==> src/inc/tpoc_pkg.sv <==
package tpoc_pkg;
  localparam int unsigned GROUPS  = 4;
  localparam int unsigned GROUP_W = 4;
  localparam int unsigned PINS    = 16;
  localparam int unsigned CHANS   = 4;
  localparam int unsigned ADDR_W  = 5;
  localparam int unsigned DATA_W  = 32;

  localparam logic [ADDR_W-1:0] OFS_MODE    = 5'h00;
  localparam logic [ADDR_W-1:0] OFS_TSEL    = 5'h04;
  localparam logic [ADDR_W-1:0] OFS_STAGED  = 5'h08;
  localparam logic [ADDR_W-1:0] OFS_ENABLE  = 5'h0c;
  localparam logic [ADDR_W-1:0] OFS_PORT    = 5'h10;
  localparam logic [ADDR_W-1:0] OFS_DIR     = 5'h14;
  localparam logic [ADDR_W-1:0] OFS_PIN     = 5'h18;

  localparam logic [7:0]  MODE_RST   = 8'hf0;
  localparam logic [3:0]  MODE_FIXED = 4'hf;
  localparam logic [7:0]  TSEL_RST   = 8'hff;
  localparam logic [15:0] HALF_RST   = 16'h0000;
  localparam logic [1:0]  SEL_CH0    = 2'b00;
  localparam logic [1:0]  SEL_CH3    = 2'b11;

  localparam logic [1:0]  RESP_OKAY   = 2'b00;
  localparam logic [1:0]  RESP_SLVERR = 2'b10;
endpackage : tpoc_pkg

==> src/verilog/tpoc_group.sv <==
`timescale 1ns/1ns
module tpoc_group
  import tpoc_pkg::*;
(
  input  wire logic               trig_a,
  input  wire logic               trig_b,
  input  wire logic [GROUP_W-1:0] staged,
  input  wire logic [GROUP_W-1:0] enable,
  input  wire logic [GROUP_W-1:0] cur,
  output logic      [GROUP_W-1:0] nxt
);
  logic [GROUP_W-1:0] take;

  // match a moves every enabled staged bit; match b only the enabled zeros
  always_comb begin
    take = enable & ({GROUP_W{trig_a}} | ({GROUP_W{trig_b}} & ~staged));
    nxt  = (cur & ~take) | (staged & take);
  end
endmodule : tpoc_group

==> src/verilog/tpoc_top.sv <==
// The register addresses and the AXI4-Lite register port were decided locally.
`timescale 1ns/1ns
// How it works
// group select 01, 10, 11 picks timer channel 1, 2, 3; 11 after reset.
// group select 00 picks timer channel 0 as trigger source.
// mode register loads f0 on reset and hardware standby; kept otherwise.
// mode register upper four bits read one and ignore writes.
// mode bit per group; zero means outputs change only on match a.
// mode bit one drives zeros and ones separately using matches a and b.
// software puts period in compare b and margin in compare a.
// pin carries pattern only when direction and enable bits are both set.
// pin shows port bit first; each trigger copies staged bit into it.
// enabled input pin: port bit read-only, still updated; disabled pin ordinary.
// software writes next pattern before the following trigger event.
// compare a in capture mode makes capture the trigger instead.
// timer-owned pin carries no pattern, transfer still happens.
// software changes pin functions only while no trigger can occur.
// in non-overlap mode match a copies every staged bit.
// in non-overlap mode match b copies only zero bits.
// software leaves staged data alone between match b and match a.
// each trigger pulse gives exactly one transfer, on its sampling edge.
module tpoc_top
  import tpoc_pkg::*;
(
  input  wire logic              clk_sys,
  input  wire logic              rst,
  input  wire logic              hw_standby,
  input  wire logic [CHANS-1:0]  cmp_a_match,
  input  wire logic [CHANS-1:0]  cmp_b_match,
  input  wire logic [CHANS-1:0]  capture_a,
  input  wire logic [CHANS-1:0]  compare_a_is_capture,
  input  wire logic [PINS-1:0]   timer_owns_pin,
  input  wire logic [PINS-1:0]   pin_in,
  output logic      [PINS-1:0]   pin_out,
  output logic      [PINS-1:0]   pin_oe,
  input  wire logic [ADDR_W-1:0] s_axi_awaddr,
  input  wire logic [2:0]        s_axi_awprot,
  input  wire logic              s_axi_awvalid,
  output logic                   s_axi_awready,
  input  wire logic [DATA_W-1:0] s_axi_wdata,
  input  wire logic [3:0]        s_axi_wstrb,
  input  wire logic              s_axi_wvalid,
  output logic                   s_axi_wready,
  output logic      [1:0]        s_axi_bresp,
  output logic                   s_axi_bvalid,
  input  wire logic              s_axi_bready,
  input  wire logic [ADDR_W-1:0] s_axi_araddr,
  input  wire logic [2:0]        s_axi_arprot,
  input  wire logic              s_axi_arvalid,
  output logic                   s_axi_arready,
  output logic      [DATA_W-1:0] s_axi_rdata,
  output logic      [1:0]        s_axi_rresp,
  output logic                   s_axi_rvalid,
  input  wire logic              s_axi_rready
);
  logic              reg_rst;
  logic [7:0]        mode_q;
  logic [7:0]        tsel_q;
  logic [PINS-1:0]   staged_q;
  logic [PINS-1:0]   enable_q;
  logic [PINS-1:0]   port_out_q;
  logic [PINS-1:0]   port_out_d;
  logic [PINS-1:0]   port_dir_q;
  logic [PINS-1:0]   pin_in_q;
  logic [PINS-1:0]   pin_out_q;
  logic [PINS-1:0]   pin_oe_q;
  logic [CHANS-1:0]  chan_a;
  logic [GROUPS-1:0] grp_a;
  logic [GROUPS-1:0] grp_b;
  logic [PINS-1:0]   mask_a;
  logic [PINS-1:0]   mask_b;
  logic [PINS-1:0]   port_xfer;
  logic              awready_q;
  logic              aw_got_q;
  logic [ADDR_W-1:0] awaddr_q;
  logic              wready_q;
  logic              w_got_q;
  logic [DATA_W-1:0] wdata_q;
  logic [3:0]        wstrb_q;
  logic              bvalid_q;
  logic [1:0]        bresp_q;
  logic              arready_q;
  logic              rvalid_q;
  logic [DATA_W-1:0] rdata_q;
  logic [1:0]        rresp_q;
  logic              do_wr;
  logic [DATA_W-1:0] rd_val;

  // standby clears the same registers as chip reset except the AXI handshake flops, which only rst clears; software standby is not modelled
  assign reg_rst = rst | hw_standby;

  function automatic logic pick_chan(input logic [1:0] sel, input logic [CHANS-1:0] v);
    return v[sel];
  endfunction : pick_chan

  function automatic logic [PINS-1:0] wr16(input logic [PINS-1:0]   old,
                                           input logic [DATA_W-1:0] data,
                                           input logic [3:0]        strb);
    logic [PINS-1:0] res;
    res = old;
    if (strb[0]) begin
      res[7:0] = data[7:0];
    end
    if (strb[1]) begin
      res[15:8] = data[15:8];
    end
    return res;
  endfunction : wr16

  function automatic logic is_mapped(input logic [ADDR_W-1:0] a);
    return (a == OFS_MODE) || (a == OFS_TSEL) || (a == OFS_STAGED) || (a == OFS_ENABLE) ||
           (a == OFS_PORT) || (a == OFS_DIR) || (a == OFS_PIN);
  endfunction : is_mapped

  assign chan_a = (compare_a_is_capture & capture_a) | (~compare_a_is_capture & cmp_a_match);

  for (genvar g = 0; g < GROUPS; g++) begin : g_grp
    assign grp_a[g] = pick_chan(tsel_q[2*g +: 2], chan_a);
    // match b is only heard in non-overlap groups
    assign grp_b[g] = pick_chan(tsel_q[2*g +: 2], cmp_b_match) & mode_q[g];
    assign mask_a[GROUP_W*g +: GROUP_W] = {GROUP_W{grp_a[g]}};
    assign mask_b[GROUP_W*g +: GROUP_W] = {GROUP_W{grp_b[g]}};
    tpoc_group u_grp (
      .trig_a (grp_a[g]),
      .trig_b (grp_b[g]),
      .staged (staged_q[GROUP_W*g +: GROUP_W]),
      .enable (enable_q[GROUP_W*g +: GROUP_W]),
      .cur    (port_out_q[GROUP_W*g +: GROUP_W]),
      .nxt    (port_xfer[GROUP_W*g +: GROUP_W])
    );
  end

  assign do_wr = aw_got_q & w_got_q & ~bvalid_q;

  // enabled bits belong to the transfer path, so software cannot disturb them
  always_comb begin
    port_out_d = port_xfer;
    if (do_wr && awaddr_q == OFS_PORT) begin
      port_out_d = (port_xfer & enable_q) | (wr16(port_out_q, wdata_q, wstrb_q) & ~enable_q);
    end
  end

  always_ff @(posedge clk_sys) begin
    if (reg_rst) begin
      port_out_q <= HALF_RST;
    end else begin
      port_out_q <= port_out_d;
    end
  end

  always_ff @(posedge clk_sys) begin
    if (reg_rst) begin
      mode_q     <= MODE_RST;
      tsel_q     <= TSEL_RST;
      staged_q   <= HALF_RST;
      enable_q   <= HALF_RST;
      port_dir_q <= HALF_RST;
    end else if (do_wr) begin
      case (awaddr_q)
        OFS_MODE: begin
          if (wstrb_q[0]) begin
            mode_q <= {MODE_FIXED, wdata_q[3:0]};
          end
        end
        OFS_TSEL: begin
          if (wstrb_q[0]) begin
            tsel_q <= wdata_q[7:0];
          end
        end
        OFS_STAGED: staged_q   <= wr16(staged_q, wdata_q, wstrb_q);
        OFS_ENABLE: enable_q   <= wr16(enable_q, wdata_q, wstrb_q);
        OFS_DIR:    port_dir_q <= wr16(port_dir_q, wdata_q, wstrb_q);
        default: begin
        end
      endcase
    end
  end

  // pins lag the port bit by one edge so outputs come from flops
  always_ff @(posedge clk_sys) begin
    if (reg_rst) begin
      pin_out_q <= HALF_RST;
      pin_oe_q  <= HALF_RST;
      pin_in_q  <= HALF_RST;
    end else begin
      pin_out_q <= port_out_q;
      pin_oe_q  <= port_dir_q & ~timer_owns_pin;
      pin_in_q  <= pin_in;
    end
  end

  assign pin_out = pin_out_q;
  assign pin_oe  = pin_oe_q;

  always_ff @(posedge clk_sys) begin
    if (rst) begin
      awready_q <= 1'b1;
      aw_got_q  <= 1'b0;
      awaddr_q  <= '0;
    end else if (s_axi_awvalid && awready_q) begin
      awready_q <= 1'b0;
      aw_got_q  <= 1'b1;
      awaddr_q  <= s_axi_awaddr;
    end else if (do_wr) begin
      aw_got_q <= 1'b0;
    end else if (bvalid_q && s_axi_bready) begin
      awready_q <= 1'b1;
    end
  end

  always_ff @(posedge clk_sys) begin
    if (rst) begin
      wready_q <= 1'b1;
      w_got_q  <= 1'b0;
      wdata_q  <= '0;
      wstrb_q  <= '0;
    end else if (s_axi_wvalid && wready_q) begin
      wready_q <= 1'b0;
      w_got_q  <= 1'b1;
      wdata_q  <= s_axi_wdata;
      wstrb_q  <= s_axi_wstrb;
    end else if (do_wr) begin
      w_got_q <= 1'b0;
    end else if (bvalid_q && s_axi_bready) begin
      wready_q <= 1'b1;
    end
  end

  always_ff @(posedge clk_sys) begin
    if (rst) begin
      bvalid_q <= 1'b0;
      bresp_q  <= RESP_OKAY;
    end else if (do_wr) begin
      bvalid_q <= 1'b1;
      bresp_q  <= is_mapped(awaddr_q) ? RESP_OKAY : RESP_SLVERR;
    end else if (bvalid_q && s_axi_bready) begin
      bvalid_q <= 1'b0;
    end
  end

  always_comb begin
    rd_val = '0;
    case (s_axi_araddr)
      OFS_MODE:   rd_val[7:0]  = mode_q;
      OFS_TSEL:   rd_val[7:0]  = tsel_q;
      OFS_STAGED: rd_val[15:0] = staged_q;
      OFS_ENABLE: rd_val[15:0] = enable_q;
      OFS_PORT:   rd_val[15:0] = port_out_q;
      OFS_DIR:    rd_val[15:0] = port_dir_q;
      OFS_PIN:    rd_val[15:0] = pin_in_q;
      default:    rd_val       = '0;
    endcase
  end

  always_ff @(posedge clk_sys) begin
    if (rst) begin
      arready_q <= 1'b1;
      rvalid_q  <= 1'b0;
      rdata_q   <= '0;
      rresp_q   <= RESP_OKAY;
    end else if (s_axi_arvalid && arready_q) begin
      arready_q <= 1'b0;
      rvalid_q  <= 1'b1;
      rdata_q   <= rd_val;
      rresp_q   <= is_mapped(s_axi_araddr) ? RESP_OKAY : RESP_SLVERR;
    end else if (rvalid_q && s_axi_rready) begin
      arready_q <= 1'b1;
      rvalid_q  <= 1'b0;
    end
  end

  assign s_axi_awready = awready_q;
  assign s_axi_wready  = wready_q;
  assign s_axi_bvalid  = bvalid_q;
  assign s_axi_bresp   = bresp_q;
  assign s_axi_arready = arready_q;
  assign s_axi_rvalid  = rvalid_q;
  assign s_axi_rdata   = rdata_q;
  assign s_axi_rresp   = rresp_q;

  property p_mode_fixed;
    @(posedge clk_sys) disable iff (reg_rst)
      (mode_q[7:4] == MODE_FIXED) && (tsel_q == $past(tsel_q) || $past(do_wr));
  endproperty
  a_mode_fixed: assert property (p_mode_fixed) else $error("mode upper bits not ones");

  property p_mode_reset;
    @(posedge clk_sys) $past(reg_rst) |-> (mode_q == MODE_RST) && (tsel_q == TSEL_RST);
  endproperty
  a_mode_reset: assert property (p_mode_reset) else $error("bad reset value");

  property p_grp0_ch0;
    @(posedge clk_sys) disable iff (reg_rst)
      !$past(reg_rst) && $past(tsel_q[1:0] == SEL_CH0 && chan_a[0] && enable_q[3:0] == 4'hf)
      |-> port_out_q[3:0] == $past(staged_q[3:0]);
  endproperty
  a_grp0_ch0: assert property (p_grp0_ch0) else $error("channel 0 trigger missed");

  property p_trig_a_all;
    @(posedge clk_sys) disable iff (reg_rst)
      !$past(reg_rst) |-> ((port_out_q ^ $past(staged_q)) & $past(mask_a & enable_q)) == '0;
  endproperty
  a_trig_a_all: assert property (p_trig_a_all) else $error("match a transfer wrong");

  property p_b_zeros;
    @(posedge clk_sys) disable iff (reg_rst)
      !$past(reg_rst) |-> (port_out_q & $past(mask_b & enable_q & ~staged_q)) == '0;
  endproperty
  a_b_zeros: assert property (p_b_zeros) else $error("zero not moved at match b");

  property p_hold_untriggered;
    @(posedge clk_sys) disable iff (reg_rst)
      !$past(reg_rst) |-> ((port_out_q ^ $past(port_out_q)) &
        $past(enable_q & ~mask_a & ~(mask_b & ~staged_q))) == '0;
  endproperty
  a_hold_untriggered: assert property (p_hold_untriggered) else $error("port bit moved");

  property p_normal_b_ignored;
    @(posedge clk_sys) disable iff (reg_rst)
      !$past(reg_rst) && $past(!mode_q[0] && !grp_a[0] && enable_q[3:0] == 4'hf)
      |-> port_out_q[3:0] == $past(port_out_q[3:0]);
  endproperty
  a_normal_b_ignored: assert property (p_normal_b_ignored) else $error("normal group moved");

  property p_capture_trig;
    @(posedge clk_sys) disable iff (reg_rst)
      !$past(reg_rst) && $past(compare_a_is_capture[3] && tsel_q[1:0] == SEL_CH3 &&
        capture_a[3] && enable_q[0]) |-> port_out_q[0] == $past(staged_q[0]);
  endproperty
  a_capture_trig: assert property (p_capture_trig) else $error("capture trigger missed");

  property p_pin_follow;
    @(posedge clk_sys) disable iff (reg_rst)
      !$past(reg_rst) && !$past(reg_rst, 2) |->
        ((pin_out_q ^ $past(staged_q, 2)) & $past(mask_a & enable_q, 2)) == '0;
  endproperty
  a_pin_follow: assert property (p_pin_follow) else $error("pin missed pattern");

  property p_timer_owned;
    @(posedge clk_sys) disable iff (reg_rst)
      !$past(reg_rst) |-> (pin_oe_q & $past(timer_owns_pin)) == '0 &&
        (pin_oe_q == $past(port_dir_q & ~timer_owns_pin));
  endproperty
  a_timer_owned: assert property (p_timer_owned) else $error("timer pin driven");
endmodule : tpoc_top

==> config.mk <==
export PLATFORM = sky130hd
export DESIGN_NAME = tpoc_top
export DESIGN_NICKNAME = d
export VERILOG_FILES = /design/src/inc/tpoc_pkg.sv /design/src/verilog/tpoc_group.sv /design/src/verilog/tpoc_top.sv
export SDC_FILE = /design/constraint.sdc
export NUM_CORES = 1
export LEC_CHECK = 0
export BUFFER_PORTS_ARGS = -buffer_cell sky130_fd_sc_hd__buf_2
export CORE_ASPECT_RATIO = 1.2
export CORE_MARGIN = 8
export CORE_UTILIZATION = 48
export DETAILED_ROUTE_END_ITERATION = 12
export PLACE_DENSITY_LB_ADDON = 0.08
export SETUP_SLACK_MARGIN = 0.05
export SLEW_MARGIN = 20
export SYNTH_ARGS = -nofsm -noshare
export SYNTH_HDL_FRONTEND = slang
export SYNTH_SLANG_ARGS = --single-unit
==> constraint.sdc <==
create_clock -name clk_sys -period 1.7 [get_ports clk_sys]
set_input_delay 0.085 -clock clk_sys [delete_from_list [all_inputs] [get_ports clk_sys]]
set_output_delay 0.085 -clock clk_sys [all_outputs]
set_load 0.005 [all_outputs]
# Word-level counts from Yosys, hierarchy flattened
# Index checks and enable logic that the tools add are counted.
classes:
  magnitude_cmp: 4
  n_eq_ne: 14
  n_mux: 38
  n_bitwise: 50
  reduce_logical: 36
ops:
  columns: ["op", "count"]
  rows:
  - ["4-bit AND", 18]
  - ["8-bit case mux with 7 select lines", 1]
  - ["16-bit AND", 3]
  - ["8-bit case mux with 5 select lines", 1]
  - ["4-bit inverter", 9]
  - ["4-bit OR", 9]
  - ["8-bit two-way mux", 4]
  - ["16-bit inverter", 2]
  - ["5-bit == test (second input constant)", 6]
  - ["3-bit AND reduction", 8]
  - ["1-bit two-way mux", 21]
  - ["5-bit by 4-bit == test with 1-bit output (second input constant)", 4]
  - ["1-bit binary-select mux with 2-bit select", 8]
  - ["16-bit two-way mux", 1]
  - ["16-bit OR", 1]
  - ["1-bit logical OR", 12]
  - ["2-bit by 3-bit less-than comparator with 1-bit output (second input constant)", 4]
  - ["2-bit nonzero test", 6]
  - ["5-bit by 3-bit == test with 1-bit output (second input constant)", 2]
  - ["5-bit logical NOT", 2]
  - ["1-bit AND", 6]
  - ["1-bit logical AND", 6]
  - ["2-bit two-way mux", 2]
  - ["2-bit by 1-bit != test with 1-bit output (second input constant)", 2]
  - ["other kinds (3)", 4]
totals:
  ff_bits: 174
  inputBits: 108

# Logic depth before layout (Yosys ltp)
# Gate-level depths: netlist (run 1).
logic_depth:
  ltp_word: 13
  ltp_mapped: 7

# Hierarchy
# Synthesis (run 1) repeated with hierarchy kept, for this count alone.
unflattened:
  hier_cells: 806
  hier_area_um2: 7557.2
by_module_without_submodules:
  columns: ["mod", "n_inst", "cells_per_inst", "area_per_inst_um2"]
  rows:
  - ["tpoc_top", 1, 754, 7282.0]
  - ["tpoc_group", 4, 13, 68.8]

# Worst setup path before layout (run 1)
# Ideal clock, no wire load.
synth_timing:
  kind: "register -> register"
  from: "register bvalid_q, in the netlist s_axi_bvalid"
  to: "register with a tool-made name"
  arrival_time_ns: 1.469
  setup_slack_ns: 0.099
  path_stages_with_launch: 7
  n_path_buf: 1
  period_less_slack_ns: 1.601
  path_cell_list: "dfxtp_1 -> and4b_1 -> clkbuf_1 -> nand4_2 -> mux2_1 -> o21ai_1 -> a311oi_1"
synth_lines:
  columns: ["item", "line", "rtl"]
  rows:
  - ["start, declared", "tpoc_top.sv:80", "logic bvalid_q;"]
  - ["start signal, assigned", "tpoc_top.sv:231", "bvalid_q <= 1'b0;"]
  - ["start signal, assigned", "tpoc_top.sv:234", "bvalid_q <= 1'b1;"]
  - ["start signal, assigned", "tpoc_top.sv:237", "bvalid_q <= 1'b0;"]

==> results of run 1 <==
==> per-layer routing <==
layer	vias to the layer above	share of wire [%]
li1	3007	-
met1	2933	43
met2	219	48
met3	35	6.8
met4	0	2.2
met5	-	0
==> stage by stage <==
stage	power [mW]	hold slack [ns]	cell area, um2	util [%]
global placement	4.88	0.248	8130	56.7
global route	9.18	0.163	9380	65.3
floorplan	4.60	0.161	7100	-
detailed placement	4.90	0.248	8130	56.7
CTS	8.92	0.110	9360	65.2
finish	8.89	0.134	9380	65.3
==> how the worst min path moves through the flow <==
stage	endpoint	depth (start not counted)
after floorplan	pin_oe[0]$_SDFF_PP0_	1
after global placement	pin_oe[10]$_SDFF_PP0_	2
after detailed placement	pin_oe[7]$_SDFF_PP0_	2
after CTS	aw_got_q$_SDFFE_PP0P_	3
after global routing	tsel_q[2]$_SDFFE_PP1P_	4
final	aw_got_q$_SDFFE_PP0P_	3
==> area by class of cell <==
type	count	area [um2]	share of cell area, %
Tap cell	175	219	2.33
Timing Repair Buffer	245	1710	18.3
Clock buffer	21	460	4.91
Sequential cell	172	3450	36.8
Clock inverter	10	140	1.49
Inverter	12	45.0	0.480
Multi-Input combinational cell	503	3350	35.8
==> cells by family (layout without fill, tap and decap cells) <==
| logic type | after synthesis | after routing | synth area share, % |
|---|---|---|---|
| other | 1 | 18 | 0.0533 |
| and+or+nand+nor | 245 | 245 | 17.1 |
| buffers and inverters | 66 | 288 | 4.66 |
| AOI/OAI and AO/OA | 144 | 144 | 13.7 |
| DFF | 172 | 172 | 48.9 |
| muxes | 96 | 96 | 15.6 |
==> sequential cells by signal, indices dropped and copies added, names as in the netlist, 2 cells and up, named ones only <==
name	cells
awaddr_q	5
enable_q	16
mode_q	4
pin_in_q	16
pin_oe	16
pin_out	16
port_dir_q	16
s_axi_rdata	16
staged_q	16
tsel_q	8
wdata_q	16
wstrb_q	2
==> cells in the final DEF, fill, tap and decap left out, types with 3 or more instances in the layout <==
| cell | count |
|---|---|
| dfxtp_1 | 168 |
| buf_2 | 138 |
| nor2_1 | 76 |
| mux2i_1 | 69 |
| nand2_1 | 68 |
| dlygate4sd3_1 | 62 |
| a21oi_1 | 50 |
| buf_4 | 40 |
| and2_1 | 32 |
| conb_1 | 18 |
| clkbuf_16 | 17 |
| nor3b_1 | 16 |
| nand3_1 | 15 |
| o21ai_1 | 13 |
| inv_1 | 12 |
| a222oi_1 | 11 |
| a221oi_1 | 11 |
| a211oi_1 | 11 |
| mux2_2 | 11 |
| nand2b_1 | 9 |
| a22oi_1 | 9 |
| a22o_1 | 8 |
| mux4_2 | 8 |
| o22ai_1 | 8 |
| nor2_2 | 5 |
| nor3_1 | 5 |
| o21ai_0 | 5 |
| buf_12 | 5 |
| mux2_4 | 4 |
| mux2_1 | 4 |
| dfxtp_2 | 4 |
| nand3b_1 | 3 |
| a21o_1 | 3 |
| clkinvlp_4 | 3 |
| bufinv_16 | 3 |
==> power breakdown <==
| part | leakage (nW) | internal [mW] | switching (mW) |
|---|---|---|---|
| logic | 2.48 | 0.367 | 0.371 |
| clock network | 0.286 | 2.38 | 1.57 |
| registers | 1.39 | 4.11 | 0.0833 |
==> repair_timing <==
action | in CTS | in global routing
pin swaps | 0 | 1
endpoints found under the hold margin | 60 | 0
resized for setup | 2 | 5
hold buffers | 62 | 0
setup endpoints to repair | 3 | 11
==> tightest hold or removal path: cells and delay by family <==
kind / cells / cell delay (ns)
compound gates: 1 / 0.09
simple gates: 1 / 0.20
buf+inv: 1 / 0.13
==> summary.txt, run 1 <==
========================================================================================
Proportion of layout cells with a drive suffix above 1                             26.2%
Cell chosen for the clock root                                                 clkbuf_16
P_leak                                                                           4.16 nW
Levels on crit path                                                                    4
DR vias/cell                                                                        5.44
Max stage delay on crit path                                                     0.58 ns
Routed Antenna Nets                                                                    0
Layout Skew                                                                   0.00510 ns
GR Overflow Total                                                                      0
Number of distinct standard cells referenced by the synthesized netlist               51
Worst path cell trace                                                       mux4_2 > a21o_1 > a21oi_1 > o21a_1
Most common cell in the netlist                                                  dfxtp_1
Number of global-route vias before repair                                           6402
Worst slack at placement                                                       0.0133 ns
Combined buffer and inverter count along the critical path                             0
Arrival time at the worst endpoint                                               1.99 ns
Library cell with the largest summed area after synthesis                        dfxtp_1
Via count                                                                           6194
Total half-perimeter wirelength after legalization and detailed placement        15.3 mm
Maximum clock frequency                                                          616 MHz
Clock latency at the later pin of the worst-skew pair                            0.42 ns
Worst min-delay path startpoint                                             s_axi_awvalid
Endpoint kind of the worst setup timing path                                        flop
Headroom to the max-slew limit                                                     58.5%
TritonCTS clock tree                                                                done
GR met3 Demand/Resource                                                            5.41%
Top-area cell type share of the netlist area                                       48.9%
Starting density of the core                                                       49.0%
Worst VDD drop                                                                0.000649 V
Antenna violations before repair                                                       0
Final number of hold-violating endpoints                                               0
Fraction of registers with async set or reset after synthesis                         0%
Number of failing setup endpoints in the final timing report                           0
DRC violations left                                                                    0
Cell count after synthesis                                                           724
Post-detailed-routing wire length                                                21.3 mm
Power density over cell area                                                  948 mW/mm2
Worst reg-to-reg setup slack                                                     0.08 ns
Post-synth top cells                                                        dfxtp_1, nor2_1, mux2i_1, nand2_1, a21oi_1
Accumulated negative setup slack                                                    0 ns
Slowest cell on the critical path                                                 mux4_2
Launching instance or port of the critical path                             tsel_q[6]$_SDFFE_PP1P_
Floorplan die height                                                              149 um
Most used routing layer in global routing                                           met2
Critical path fanouts, max                                                             4
Largest net degree at the start of global routing                                     46
Kind of cell adding the most delay to the critical path                     compound AO/OA/AOI/OAI gates
Period Utilization, post-route                                                     95.5%
Number of maximum-capacitance constraint violations                                    0
Primary FF master, synth                                                         dfxtp_1
TritonCTS Sinks                                                                      172
Min setup slack post-route                                                     0.0761 ns
Fillcell total                                                                      1202
First-pass GRT wire length                                                       33.8 mm
Crit path required time                                                          2.07 ns
Maximum level of the CTS H-tree                                                        4
Synth warnings                                                                         0
Post-layout nets                                                                    1059
First-iteration detailed-routing DRC count                                           402
Met2 Resource Use GR                                                               38.0%
Number of enable-type register cells in the synthesized netlist                        0
Area growth from synthesis to layout                                               33.2%
Number of top-level design ports                                                     181
Clock Pin Slew Worst Setup and Hold Paths                                        0.06 ns
Transition time at the pin with the least slew margin                           0.621 ns
Maximum root-to-sink buffer count                                                      2
Number of synthesized register bits                                                  172
RePlAce Congestion                                                                 0.857
Standard-cell rows                                                                    48
Register area share after synthesis                                                48.9%
Routed length per placed instance                                                18.7 um
Critical Path Source Type                                                           flop
R2r startpoint                                                              tsel_q[6]$_SDFFE_PP1P_
Leading cell types by total area after synthesis                            dfxtp_1, mux2i_1, nor2_1
Clock buffer count from CTS                                                           17
Number of optimization iterations in the first detailed-route pass                     6
Result of the run                                                           finished, final reports clean
Number of post-CTS setup repair buffers                                                0
Number of cells after detailed placement                                            1045
Overall die area                                                              0.0188 mm2
Die W                                                                             127 um
Antenna diode instance count                                                           0
Min cycle time layout                                                            1.62 ns
Post-synth design cell area                                                  0.00704 mm2
Number of cells in the finished layout apart from fillers                           1138
Buffers on Ports                                                                     138
Hold/Removal Path Class                                                           in2reg
R2R depth                                                                              4
Mean instance size in the synthesized netlist                                   9.72 um2
Overall fraction of global-route tracks in use                                     22.9%
Met1 layer usage reported by global route                                          28.0%
Final-report max-slew violation count                                                  0
Unrepaired setup endpoints after global routing                                     true
Critical Setup Path Class                                                        reg2reg
Placeable core region                                                         0.0144 mm2
========================================================================================
Note: power is estimated with default switching activity, not from simulation.
==> run 2, diff against run 1 <==
--- a/config.mk
+++ b/config.mk
@@ -6,9 +6,11 @@
 export NUM_CORES = 1
 export LEC_CHECK = 0
 export BUFFER_PORTS_ARGS = -buffer_cell sky130_fd_sc_hd__buf_2
+export CELL_PAD_IN_SITES_DETAIL_PLACEMENT = 0
+export CELL_PAD_IN_SITES_GLOBAL_PLACEMENT = 1
 export CORE_ASPECT_RATIO = 1.2
-export CORE_MARGIN = 8
-export CORE_UTILIZATION = 48
+export CORE_MARGIN = 4
+export CORE_UTILIZATION = 36
 export DETAILED_ROUTE_END_ITERATION = 12
 export PLACE_DENSITY_LB_ADDON = 0.08
 export SETUP_SLACK_MARGIN = 0.05
==> summary.txt, run 2 (same netlist as run 1, synthesis figures left out) <==
========================================================================================
Result of the run                                                           finished, final reports clean
Cell chosen for the clock root                                                 clkbuf_16
Destination of the worst hold path                                          tsel_q[7]$_SDFFE_PP1P_
Top library cells by usage in the layout, fill and taps aside               dfxtp_1, buf_2, nor2_1
Routed Antenna Nets                                                                    0   unchanged
Accumulated negative setup slack                                                    0 ns   unchanged
Min cycle time layout                                                            1.56 ns   -0.0685 ns
Crit path required time                                                          2.07 ns   about the same
P_leak                                                                           4.16 nW   about the same
Most used routing layer in global routing                                           met2
Worst reg-to-reg setup slack                                                     0.14 ns   +0.07 ns
Placeable core region                                                         0.0191 mm2   +33%
Worst VDD drop                                                                0.000709 V   +9.3%
Arrival time at the worst endpoint                                               1.93 ns   -0.06 ns
Hold/Removal Path Class                                                           in2reg
Final number of hold-violating endpoints                                               0   unchanged
Most common library cell in the layout ignoring fill and taps                    dfxtp_1
Met2 Resource Use GR                                                               32.1%   -5.9 points
Clock latency at the later pin of the worst-skew pair                            0.42 ns   about the same
Overall die area                                                              0.0219 mm2   +16%
Routed length per placed instance                                                17.6 um   -5.8%
WHS Path Cells                                                                         4   +1
Buffers on Ports                                                                     138   unchanged
Power density over cell area                                                  898 mW/mm2   -5.2%
Maximum clock frequency                                                          643 MHz   +4.4%
Post-layout nets                                                                    1062   +0.28%
First-iteration detailed-routing DRC count                                           279   -31%
Final-report max-slew violation count                                                  0   unchanged
Proportion of layout cells with a drive suffix above 1                             26.7%   +0.51 points
Maximum level of the CTS H-tree                                                        4   unchanged
Worst path cell trace                                                       inv_1 > or3_1 > o31a_1 > a21oi_1 > o21a_1
Number of top-level design ports                                                     181   unchanged
Period Utilization, post-route                                                     91.5%   -4.0 points
Max stage delay on crit path                                                     0.46 ns   -0.12 ns
Endpoint kind of the worst setup timing path                                        flop
Met1 layer usage reported by global route                                          26.8%   -1.3 points
Overall fraction of global-route tracks in use                                     19.8%   -3.1 points
Footprint of the multi-input gates                                           0.00335 mm2   -0.15%
Headroom to the max-slew limit                                                     57.1%   -1.4 points
Number of optimization iterations in the first detailed-route pass                     5   -1
GR Overflow Total                                                                      0   unchanged
Min setup slack post-route                                                      0.145 ns   +0.0685 ns
Layout Skew                                                                   0.00868 ns   +0.00358 ns
Worst min-delay path startpoint                                               hw_standby
DRC violations left                                                                    0   unchanged
Number of global-route vias before repair                                           6236   -2.6%
Critical path fanouts, max                                                             5   +1
Critical Path Source Type                                                           flop
Seq. cell area                                                               0.00345 mm2   unchanged
Slowest cell on the critical path                                                  or3_1
Via count                                                                           6054   -2.3%
Transition time at the pin with the least slew margin                           0.642 ns   +0.0213 ns
TritonCTS clock tree                                                                done
First-pass GRT wire length                                                       33.6 mm   -0.47%
Clock buffer count from CTS                                                           17   unchanged
Number of maximum-capacitance constraint violations                                    0   unchanged
Largest net degree at the start of global routing                                     50   +8.7%
Floorplan die height                                                              161 um   +8.4%
Critical Setup Path Class                                                        reg2reg
Area growth from synthesis to layout                                               34.8%
GR met3 Demand/Resource                                                            4.11%   -1.3 points
Unrepaired setup endpoints after global routing                                    false
Number of failing setup endpoints in the final timing report                           0   unchanged
Fillcell total                                                                      1835   +53%
R2R depth                                                                              5   +1
Antenna violations before repair                                                       0   unchanged
Maximum root-to-sink buffer count                                                      2   unchanged
Standard-cell rows                                                                    55   +15%
Post-detailed-routing wire length                                                21.5 mm   +1.2%
Die W                                                                             136 um   +7.2%
Starting density of the core                                                       36.9%   -12 points
RePlAce Congestion                                                                 0.826   -3.7%
Worst slack at placement                                                       0.0207 ns   +0.00739 ns
Clock Pin Slew Worst Setup and Hold Paths                                        0.07 ns   about the same
Antenna diode instance count                                                           0   unchanged
TritonCTS Sinks                                                                      172   unchanged
Total half-perimeter wirelength after legalization and detailed placement        15.8 mm   +3.2%
R2r startpoint                                                              w_got_q$_SDFFE_PP0P_
DR vias/cell                                                                        4.95   -9.1%
========================================================================================
==> run 2: area by class of cell <==
| class | count | area share [%] |
|---|---|---|
| clock buffers | 18 | 4.52 |
| clock inverters | 14 | 1.17 |
| well taps | 256 | 3.38 |
| flip-flops and latches | 172 | 36.3 |
| repair buffers | 248 | 18.8 |
| inverters | 12 | 0.475 |
| multi-input cells | 503 | 35.3 |
==> run 2: per-layer routing <==
metal / wire length, um / vias to the layer above
met4: 278 / 0
met5: 0 / -
li1: - / 3003
met3: 1230 / 18
met1: 9940 / 2872
met2: 10100 / 161
==> run 2: per-stage QoR <==
stage | util (%) | instance area [um2] | power [mW] | std cells | hold WS, ns
4_1_cts | 49.7 | 9480 | 8.62 | 1223 | 0.0859
5_1_grt | 49.8 | 9490 | 8.87 | 1223 | 0.105
2_1_floorplan | - | 7100 | 4.60 | 741 | 0.161
3_5_place_dp | 43.6 | 8310 | 4.91 | 1129 | 0.248
6_report | 49.8 | 9490 | 8.52 | 1223 | 0.107
3_3_place_gp | 43.6 | 8310 | 4.90 | 1129 | 0.249
==> run 2: worst max-delay path by stage <==
| stage | endpoint | slack, ns | start |
|---|---|---|---|
| 5_1_grt | flop | 0.05 | tsel_q[0]$_SDFFE_PP1P_ |
| 4_1_cts | flop | 0.07 | tsel_q[6]$_SDFFE_PP1P_ |
| 6_report | flop | 0.14 | w_got_q$_SDFFE_PP0P_ |
| 3_3_place_gp | flop | 0.07 | compare_a_is_capture[3] |
| 2_1_floorplan | flop | 0.1 | s_axi_bvalid$_SDFFE_PP0P_ |
| 3_5_place_dp | flop | 0.02 | compare_a_is_capture[3] |
==> run 2: what timing repair did <==
item	in CTS	in global routing
endpoints found under the setup margin	2	18
pin swaps	0	1
buffers inserted	0	0
hold buffers	62	0
hold endpoints to repair	60	0
resized for setup	1	7
==> run 2: worst max-delay path, delay by kind of cell, from the launching register on <==
family / cells / cell delay, ns
compound gates: 3 / 0.62
buf+inv: 1 / 0.06
flops: 1 / 0.36
simple gates: 1 / 0.46
==> run 2: where the power goes <==
part           switching (mW)  internal, mW  leakage, nW  total [mW]
logic                   0.365         0.368         2.51       0.733
clock network            1.70          1.89        0.252        3.60
registers              0.0862          4.11         1.39        4.19
